**config.mk**
```make
export PLATFORM = sky130hd
export DESIGN_NAME = lcr_ctrl
export DESIGN_NICKNAME = d
export VERILOG_FILES = /design/src/lcr_pkg.sv /design/src/lcr_ctrl.sv
export VERILOG_INCLUDE_DIRS = /design/src
export SDC_FILE = /design/constraint.sdc
export NUM_CORES = 1
export LEC_CHECK = 0
export ABC_AREA = 1
export BUFFER_PORTS_ARGS = -buffer_cell sky130_fd_sc_hd__buf_2
export CAP_MARGIN = 30
export CORE_MARGIN = 3
export CORE_UTILIZATION = 45
export DETAILED_ROUTE_END_ITERATION = 8
export PLACE_DENSITY_LB_ADDON = 0.05
export SLEW_MARGIN = 20
export SYNTH_ARGS = -nofsm -noshare
export SYNTH_HDL_FRONTEND = slang
export SYNTH_SLANG_ARGS = --single-unit
```
**constraint.sdc**
```tcl
create_clock -name clk_sys_in -period 2.3 [get_ports clk_sys_in]
set_input_delay 0.345 -clock clk_sys_in [delete_from_list [all_inputs] [get_ports clk_sys_in]]
set_output_delay 0.345 -clock clk_sys_in [all_outputs]
set_load 0.05 [all_outputs]
```
**src/lcr_regs.svh**
```systemverilog
/*
 * register offsets, field positions, reset values and counts of the
 * link cycle and receive control block.
 * assumes a word-addressed register port with 8-bit byte addresses.
 */
`ifndef LCR_REGS_SVH
`define LCR_REGS_SVH

// ----------------------------------------------------------------------
// register offsets
// ----------------------------------------------------------------------
`define LCR_OFS_CTRL     8'h08
`define LCR_OFS_STATUS   8'h0c
`define LCR_OFS_MASK     8'h10
`define LCR_OFS_FIFOCTL  8'h14
`define LCR_OFS_ISOCH    8'h18
`define LCR_OFS_TIMER    8'h1c

// ----------------------------------------------------------------------
// control word fields
// ----------------------------------------------------------------------
`define LCR_B_CM         20
`define LCR_B_EXT        21
`define LCR_B_CTE        22
`define LCR_B_PART       23
`define LCR_B_P1         24
`define LCR_B_P2         25
`define LCR_B_RES_LO     26
`define LCR_B_RES_HI     30
`define LCR_B_FB         31
`define LCR_B_RXI        8

// ----------------------------------------------------------------------
// status and mask fields
// ----------------------------------------------------------------------
`define LCR_S_RXDATA     0
`define LCR_S_CYCSTART   1
`define LCR_S_FLUSHED    2
`define LCR_NUM_EVT      3

// ----------------------------------------------------------------------
// field widths, positions and counts
// ----------------------------------------------------------------------
`define LCR_TRIG_W       8
`define LCR_CH_W         6
`define LCR_CH1_LO       8
`define LCR_CH2_LO       0
`define LCR_CNT_W        13
`define LCR_OFS_W        12
`define LCR_TIM_CNT_LO   12
`define LCR_CYC_WRAP     3072
`define LCR_RST_WORD     32'h0000_0000

`endif

```
**src/lcr_pkg.sv**
```systemverilog
/*
 * types of the link cycle and receive control block.
 * assumes lcr_regs.svh is on the include path.
 */
`include "lcr_regs.svh"

package lcr_pkg;

    // receiver word stream from the link side
    typedef struct packed {
        logic                  valid;
        logic                  sop;
        logic                  eop;
        logic                  bad;
        logic                  iso;
        logic [`LCR_CH_W-1:0]  chan;
        logic [31:0]           data;
    } lcr_rx_word_t;

    // writes toward the receive fifo
    typedef struct packed {
        logic                  wr;
        logic                  commit;
        logic                  flush;
        logic [31:0]           data;
    } lcr_fifo_wr_t;

    typedef enum logic [1:0] {
        LCR_RX_IDLE,
        LCR_RX_RECV,
        LCR_RX_DROP
    } lcr_rx_st_t;

endpackage : lcr_pkg

```
**src/lcr_ctrl.sv**
```systemverilog
/*
 * link cycle and receive control: control word, cycle timer, cycle
 * start requests, receive filtering, block partitioning, flushing.
 * assumes all inputs synchronous to clk_sys_in, and a fifo that takes
 * words, commits or drops the uncommitted part on request.
 */
// Chosen here: strobed register access and the register addresses.
`timescale 1ns/1ns
`include "lcr_regs.svh"

// Overview of operation
// - cycle master active only when control bit 20 set and node is root
// - active cycle master requests a cycle start on every count increment made while timer enable bit 22 set
// - cycle master bit survives bus reset, cleared only by a control write or by rst_n_in
// - external select set: input rising edge bumps count, zeroes offset
// - external select clear: count bumps only on offset rollover
// - cycle offset counts only while timer enable bit 22 set
// - no cycle start is requested while timer enable is clear
// - partition enable splits packets into trigger size blocks
// - block length comes from the fifo control trigger size field
// - each finished block is committed and flagged for the host
// - port one enabled accepts iso packets matching channel one field
// - port two enabled accepts iso packets matching channel two field
// - flush bad set discards bad or overflowed packets
// - a flushed packet never sets the receiver has data flag
// - flush bad set forces partitioning off
// - receiver has data flag set on each finished block or unflushed packet
// - iso receive enable clear rejects all iso packets
module lcr_ctrl
    import lcr_pkg::*;
#(
    parameter int CYC_WRAP = `LCR_CYC_WRAP
) (
    // clock, reset, enable
    input  wire logic         clk_sys_in,
    input  wire logic         rst_n_in,
    input  wire logic         ce_in,
    // register port
    input  wire logic [7:0]   addr_in,
    input  wire logic [31:0]  wr_data_in,
    input  wire logic         wr_in,
    input  wire logic         rd_in,
    output logic [31:0]       rd_data_out,
    // link side
    input  wire logic         root_in,
    input  wire logic         external_cycle_input,
    input  wire lcr_rx_word_t rx_in,
    input  wire logic         fifo_full_in,
    // results
    output lcr_fifo_wr_t      fifo_out,
    output logic              cyc_start_out,
    output logic              irq_out
);

    typedef struct packed {
        logic [31:0]             ctrl;
        logic [`LCR_TRIG_W-1:0]  trig;
        logic [`LCR_CH_W-1:0]    ch1;
        logic [`LCR_CH_W-1:0]    ch2;
        logic [`LCR_NUM_EVT-1:0] status;
        logic [`LCR_NUM_EVT-1:0] mask;
        logic [`LCR_OFS_W-1:0]   offset;
        logic [`LCR_CNT_W-1:0]   count;
        logic                    cyc_q;
        lcr_rx_st_t              rx;
        logic [`LCR_TRIG_W-1:0]  blk;
        logic                    bad;
        logic [31:0]             rdata;
        lcr_fifo_wr_t            fifo;
        logic                    cstart;
        logic                    irq;
    } lcr_state_t;

    localparam logic [31:0] WMASK = (32'h1 << `LCR_B_CM)
        | (32'h1 << `LCR_B_EXT) | (32'h1 << `LCR_B_CTE)
        | (32'h1 << `LCR_B_PART) | (32'h1 << `LCR_B_P1)
        | (32'h1 << `LCR_B_P2) | (32'h1 << `LCR_B_FB)
        | (32'h1 << `LCR_B_RXI);
    localparam logic [`LCR_OFS_W-1:0] WRAP_M1 =
        `LCR_OFS_W'(CYC_WRAP - 1);

    lcr_state_t st;
    lcr_state_t next_st;

    logic wr_ctrl;
    logic cyc_edge;
    logic bump;
    logic part_on;
    logic accept;
    logic take;
    logic blk_done;
    logic bad_end;
    logic [`LCR_NUM_EVT-1:0] evt;

    // ------------------------------------------------------------------
    // next state
    // ------------------------------------------------------------------
    always_comb begin
        next_st = st;
        evt = '0;
        next_st.fifo = '0;
        next_st.cstart = 1'b0;
        wr_ctrl = wr_in && addr_in == `LCR_OFS_CTRL;

        // register writes
        if (wr_ctrl) begin
            next_st.ctrl = wr_data_in & WMASK;
        end
        if (wr_in && addr_in == `LCR_OFS_MASK) begin
            next_st.mask = wr_data_in[`LCR_NUM_EVT-1:0];
        end
        if (wr_in && addr_in == `LCR_OFS_FIFOCTL) begin
            next_st.trig = wr_data_in[`LCR_TRIG_W-1:0];
        end
        if (wr_in && addr_in == `LCR_OFS_ISOCH) begin
            next_st.ch1 = wr_data_in[`LCR_CH1_LO +: `LCR_CH_W];
            next_st.ch2 = wr_data_in[`LCR_CH2_LO +: `LCR_CH_W];
        end

        // cycle timer
        next_st.cyc_q = external_cycle_input;
        cyc_edge = external_cycle_input && !st.cyc_q;
        bump = 1'b0;
        if (st.ctrl[`LCR_B_EXT] && cyc_edge) begin
            next_st.offset = '0;
            bump = 1'b1;
        end else if (st.ctrl[`LCR_B_CTE]) begin
            if (st.offset == WRAP_M1) begin
                next_st.offset = '0;
                bump = !st.ctrl[`LCR_B_EXT];
            end else begin
                next_st.offset = st.offset + 1'b1;
            end
        end
        if (bump) begin
            next_st.count = st.count + 1'b1;
        end
        // master bit is left alone here on bus reset
        if (bump && st.ctrl[`LCR_B_CM] && root_in
                && st.ctrl[`LCR_B_CTE]) begin
            next_st.cstart = 1'b1;
            evt[`LCR_S_CYCSTART] = 1'b1;
        end

        // receive filter and partitioning
        part_on = st.ctrl[`LCR_B_PART] && !st.ctrl[`LCR_B_FB]
            && st.trig != '0;
        accept = !rx_in.iso
            || (st.ctrl[`LCR_B_RXI] && (
                (st.ctrl[`LCR_B_P1] && rx_in.chan == st.ch1)
             || (st.ctrl[`LCR_B_P2] && rx_in.chan == st.ch2)));
        take = rx_in.valid && (st.rx == LCR_RX_RECV
            || (st.rx == LCR_RX_IDLE && rx_in.sop && accept));
        blk_done = 1'b0;
        bad_end = 1'b0;
        case (st.rx)
            LCR_RX_IDLE: begin
                next_st.bad = 1'b0;
                next_st.blk = '0;
                if (rx_in.valid && rx_in.sop && !rx_in.eop) begin
                    next_st.rx = accept ? LCR_RX_RECV : LCR_RX_DROP;
                end
            end
            LCR_RX_RECV: begin
                if (rx_in.valid && rx_in.eop) begin
                    next_st.rx = LCR_RX_IDLE;
                end
            end
            LCR_RX_DROP: begin
                if (rx_in.valid && rx_in.eop) begin
                    next_st.rx = LCR_RX_IDLE;
                end
            end
            default: begin
                next_st.rx = LCR_RX_IDLE;
            end
        endcase
        if (take) begin
            next_st.fifo.wr = !fifo_full_in;
            next_st.fifo.data = rx_in.data;
            if (fifo_full_in) begin
                next_st.bad = 1'b1;
            end
            if (rx_in.eop) begin
                // clean packet state for a back to back sop
                next_st.bad = 1'b0;
                next_st.blk = '0;
                bad_end = st.bad || rx_in.bad || fifo_full_in;
                if (bad_end && st.ctrl[`LCR_B_FB]) begin
                    next_st.fifo.flush = 1'b1;
                    evt[`LCR_S_FLUSHED] = 1'b1;
                end else begin
                    blk_done = 1'b1;
                end
            end else if (part_on) begin
                next_st.blk = st.blk + 1'b1;
                if (st.blk + 1'b1 == st.trig) begin
                    next_st.blk = '0;
                    blk_done = 1'b1;
                end
            end
        end
        if (blk_done) begin
            next_st.fifo.commit = 1'b1;
            evt[`LCR_S_RXDATA] = 1'b1;
        end

        // sticky status, set wins over write-one clear
        if (wr_in && addr_in == `LCR_OFS_STATUS) begin
            next_st.status = st.status & ~wr_data_in[`LCR_NUM_EVT-1:0];
        end
        next_st.status = next_st.status | evt;
        next_st.irq = |(next_st.status & next_st.mask);

        // read data, one cycle after the strobe
        next_st.rdata = '0;
        if (rd_in) begin
            case (addr_in)
                `LCR_OFS_CTRL: next_st.rdata = st.ctrl;
                `LCR_OFS_STATUS: next_st.rdata = 32'(st.status);
                `LCR_OFS_MASK: next_st.rdata = 32'(st.mask);
                `LCR_OFS_FIFOCTL: next_st.rdata = 32'(st.trig);
                `LCR_OFS_ISOCH: begin
                    next_st.rdata[`LCR_CH1_LO +: `LCR_CH_W] = st.ch1;
                    next_st.rdata[`LCR_CH2_LO +: `LCR_CH_W] = st.ch2;
                end
                `LCR_OFS_TIMER: begin
                    next_st.rdata[`LCR_OFS_W-1:0] = st.offset;
                    next_st.rdata[`LCR_TIM_CNT_LO +: `LCR_CNT_W] =
                        st.count;
                end
                default: next_st.rdata = '0;
            endcase
        end
    end

    // ------------------------------------------------------------------
    // state register
    // ------------------------------------------------------------------
    always_ff @(posedge clk_sys_in or negedge rst_n_in) begin
        if (!rst_n_in) begin
            st <= '0;
            st.ctrl <= `LCR_RST_WORD;
            st.rx <= LCR_RX_IDLE;
        end else if (ce_in) begin
            st <= next_st;
        end
    end

    assign rd_data_out = st.rdata;
    assign fifo_out = st.fifo;
    assign cyc_start_out = st.cstart;
    assign irq_out = st.irq;
endmodule : lcr_ctrl

```
==> out/metrics.csv <==
stage,metric,value,unit
status,run_status,finished clean,
place,postPlaceCellArea,7970,µm²
worst_setup_path,worst-path-stages,11,
finish,multiInputGateArea,3000,µm²
global_route,antenna_found_initial,0,
timing,rsz0062_at_grt,false,
clocking,tritoncts,yes,
flow_run,drv_cap,0,
clocking,clock_insertion_delay_worst_skew,0.42,ns
route,dr.pass1.iters,5,
worst_setup_path,cp-endpoint,st[92]$_DFFE_PN0P_,
global_route,grt_first_pass_wirelength,31100,µm
worst_setup_path,crit-reg2reg-capture,st[92]$_DFFE_PN0P_,
timing,final.setup.worst_slack,0.280,ns
worst_setup_path,timing.reg2reg.setup_slack,0.28,ns
finish,n_fill_cell,1566,
floorplanning,die_w,134,µm
finish,layout.core_utilization,53.7,%
finish,area.growth.synth_to_final,16.3,%
floorplanning,initial_utilization,46.2,%
worst_setup_path,setup.worst_path.start_class,register,
clocking,cts_made_buffers,17,
floorplanning,io-pin-count,160,
global_route,first_global_vias,5948,
clocking,cts.sink_count,135,
power,cellPowerDensity,809,nW/µm²
yosys,synth_top_flop_cell,dfrtp_1,
floorplanning,die-area,17900,µm²
worst_setup_path,arrival,2.32,ns
finish,area_of_all_sequential_standard_cells,3380,µm²
timing,tns,0,ns
yosys,postSynthCellCount,929,
timing,slew_violations,0,
timing,skew,0.00720,ns
place,quantity_of_i_o_buffers_inserted_on_ports,143,
place,routabilityCongestion,0.882,
finish,final_cell_area,8570,µm²
global_route,maximum_number_of_pins_on_one_net_before_global_route_repair,58,
route,dr.first_iter.drc_count,368,
yosys,yosys_warnings,0,
timing,max_transition_margin,38.5,%
finish,design.final.nets,1121,
timing,period_minus_slack,2.02,ns
yosys,seq_area_frac_synth,45.8,%
yosys,synth.distinct_cells,43,
worst_setup_path,worstSetupPathType,register to register,
worst_setup_path,critical-path-top-delay-family,simple AND/OR/NAND/NOR gates,
clocking,clk_pin_slew_worst_paths,0.06,ns
worst_setup_path,library_cell_contributing_the_largest_single_delay_on_the_critical_path,dfrtp_1,
route,detail_route.vias_per_cell,4.98,
clocking,postCtsSetupBuffers,0,
worst_setup_path,cp.required,2.60,ns
global_route,overflow,0,
yosys,synth_seq_cells,135,
timing,finalSetupViolCount,0,
worst_setup_path,critical_path.max_stage_delay,0.35,ns
place,post-place-ws,0.241,ns
timing,hold_violations,0,
worst_setup_path,worst_setup_path_startpoint,st[94]$_DFFE_PN0P_,
worst_setup_path,path_cells,ha_1 > nand3_1 > nor2_1 > nand2_1 > nand2_1 > nand2_2 > nor2_8 > nand2_2 > nor3_2 > nand4_1 > xor2_1,
timing,tightest_slew,0.914,ns
clocking,cts_max_level,4,
finish,share_of_cells_above_drive_strength_1,22.3,%
worst_setup_path,critPathBufInv,0,
worst_setup_path,critical_path.endpoint_type,register,
timing,final_cycle_utilization_of_the_critical_path,87.8,%
yosys,synth.largest_area_cell,dfrtp_1,
yosys,asyncSetResetFlopFracSynth,100,%
yosys,post_synth_instance_area,7370,µm²
worst_setup_path,worst_r2r_startpoint,st[94]$_DFFE_PN0P_,
route,drcViolationCount,0,
clocking,max-clock-path-buffers,2,
route,routed_wirelength,18900,µm
hold_path,hold-path-cell-count,3,
floorplanning,row_count,46,
yosys,postSynthAreaPerCell,7.93,µm²
worst_setup_path,worstRegToRegCells,11,
route,routedWlPerCell,15.1,µm
yosys,synth.top_cells.by_area,"dfrtp_1, nand2_1, buf_4, nand3_1, inv_1",
hold_path,min_path_type,input port to register,
finish,diodes,0,
global_route,grt_util_all_layers,21.7,%
route,antenna_violating_nets_post_route,0,
floorplanning,die_h,134,µm
power,irDropWorstVdd,0.512,mV
clocking,clk_root_buffer_cell,clkbuf_16,
floorplanning,floorplan.core_area,15900,µm²
yosys,number_of_enable_type_register_cells_in_the_synthesized_netlist,0,
power,p_leak,4.58,nW
place,dp.final_hpwl,14100,µm
yosys,synth_top_area_share,45.8,%
route,dr_total_vias,6231,
timing,fmax,495,MHz
worst_setup_path,path_max_fanout,6,
[cell families (layout without fill, tap and decap cells)]
family                   after synthesis  in the layout  share of synthesized area (%)
multiplexers                           5              5                          0.764
AO/OA/AOI/OAI                        124            124                           10.1
other                                  1              5                         0.0509
flip-flops                           135            135                           45.8
AND/OR/NAND/NOR                      448            448                           27.0
XOR/XNOR                              15             15                           1.78
buffers and inverters                196            299                           13.6
adder cells (fa/ha/maj)                5              5                          0.849
[tightest hold or removal path, cell delays in order]
cell	delay (ns)
buf_2	0.08
nand3_1	0.06
nand2_1	0.05
[worst min-delay path by stage]
| stage | startpoint | end | slack [ns] |
|---|---|---|---|
| after global routing | rx_in[14] | fifo_out[14]$_DFFE_PN0P_ | 0.14 |
| after floorplan | rst_n_in | cyc_start_out$_DFFE_PN0P_ | 0.05 |
| after CTS | rx_in[29] | fifo_out[29]$_DFFE_PN0P_ | 0.14 |
| after detailed placement | rst_n_in | rd_data_out[18]$_DFFE_PN0P_ | 0.34 |
| after global placement | rst_n_in | st[91]$_DFFE_PN0P_ | 0.35 |
| final | rx_in[29] | fifo_out[29]$_DFFE_PN0P_ | 0.15 |
[cell type report]
| type | count | share of cell area, % |
|---|---|---|
| clock inverter | 13 | 1.85 |
| inverter | 101 | 4.43 |
| timing repair buffer | 168 | 11.1 |
| tap | 216 | 3.15 |
| multi-input combinational | 602 | 35.1 |
| clock buffer | 17 | 4.97 |
| sequential | 135 | 39.4 |
[per-stage QoR]
step | power (mW) | hold slack [ns] | cells
2_1_floorplan | 3.92 | 0.0494 | 933
3_3_place_gp | 4.25 | 0.345 | 1221
3_5_place_dp | 4.26 | 0.340 | 1221
4_1_cts | 7.00 | 0.136 | 1252
5_1_grt | 7.29 | 0.142 | 1252
6_report | 6.93 | 0.153 | 1252
[cell usage after synthesis (7+ instances only)]
cell type / number
inv_1: 94
dfrtp_1: 135
clkbuf_1: 14
nand3_1: 89
a21oi_1: 29
o22ai_1: 17
nand4_1: 11
nor2_1: 50
xor2_1: 11
o21ai_0: 41
nand2_1: 260
o21ai_1: 7
buf_4: 68
a22o_1: 8
nor3_1: 15
a32o_1: 7
buf_2: 8
[sequential cells by signal (all words and copies together) (netlist names)]
name           cells
fifo_out          35
rd_data_out       27
irq_out            1
st                71
cyc_start_out      1
[layout by cell type (no fill, tap or decap), drive strengths merged, types with 2 or more instances in the layout]
| master | instances |
|---|---|
| bufinv | 3 |
| a21oi | 29 |
| xor2 | 11 |
| ha | 5 |
| o22ai | 17 |
| inv | 98 |
| o21bai | 3 |
| conb | 5 |
| mux2 | 5 |
| clkinvlp | 3 |
| nand2 | 268 |
| clkinv | 10 |
| o21ai | 49 |
| nand3 | 90 |
| dfrtp | 135 |
| o31ai | 5 |
| a31oi | 2 |
| xnor2 | 4 |
| a22o | 8 |
| nand4 | 13 |
| a32o | 7 |
| nor2 | 54 |
| buf | 167 |
| nor3 | 22 |
| clkbuf | 17 |
[layer usage]
metal	track usage, %	share of wire [%]	up-vias
li1	-	-	3138
met1	32.3	49	2917
met2	33.0	45	158
met3	3.53	4.9	18
met4	5.77	1.1	0
met5	0	0	-
[power by group]
part           switching (mW)  internal [mW]  total, mW
registers               0.155           2.60       2.76
logic                    1.05          0.404       1.45
clock network            1.04           1.69       2.73
total                    2.24           4.69       6.93
[repair_timing]
action | in CTS | in global routing
setup endpoints to repair | 0 | 3
resized for setup | 0 | 1
endpoints found under the hold margin | 53 | 0
hold buffers | 1 | 0
(Power assumes the default switching activity.)
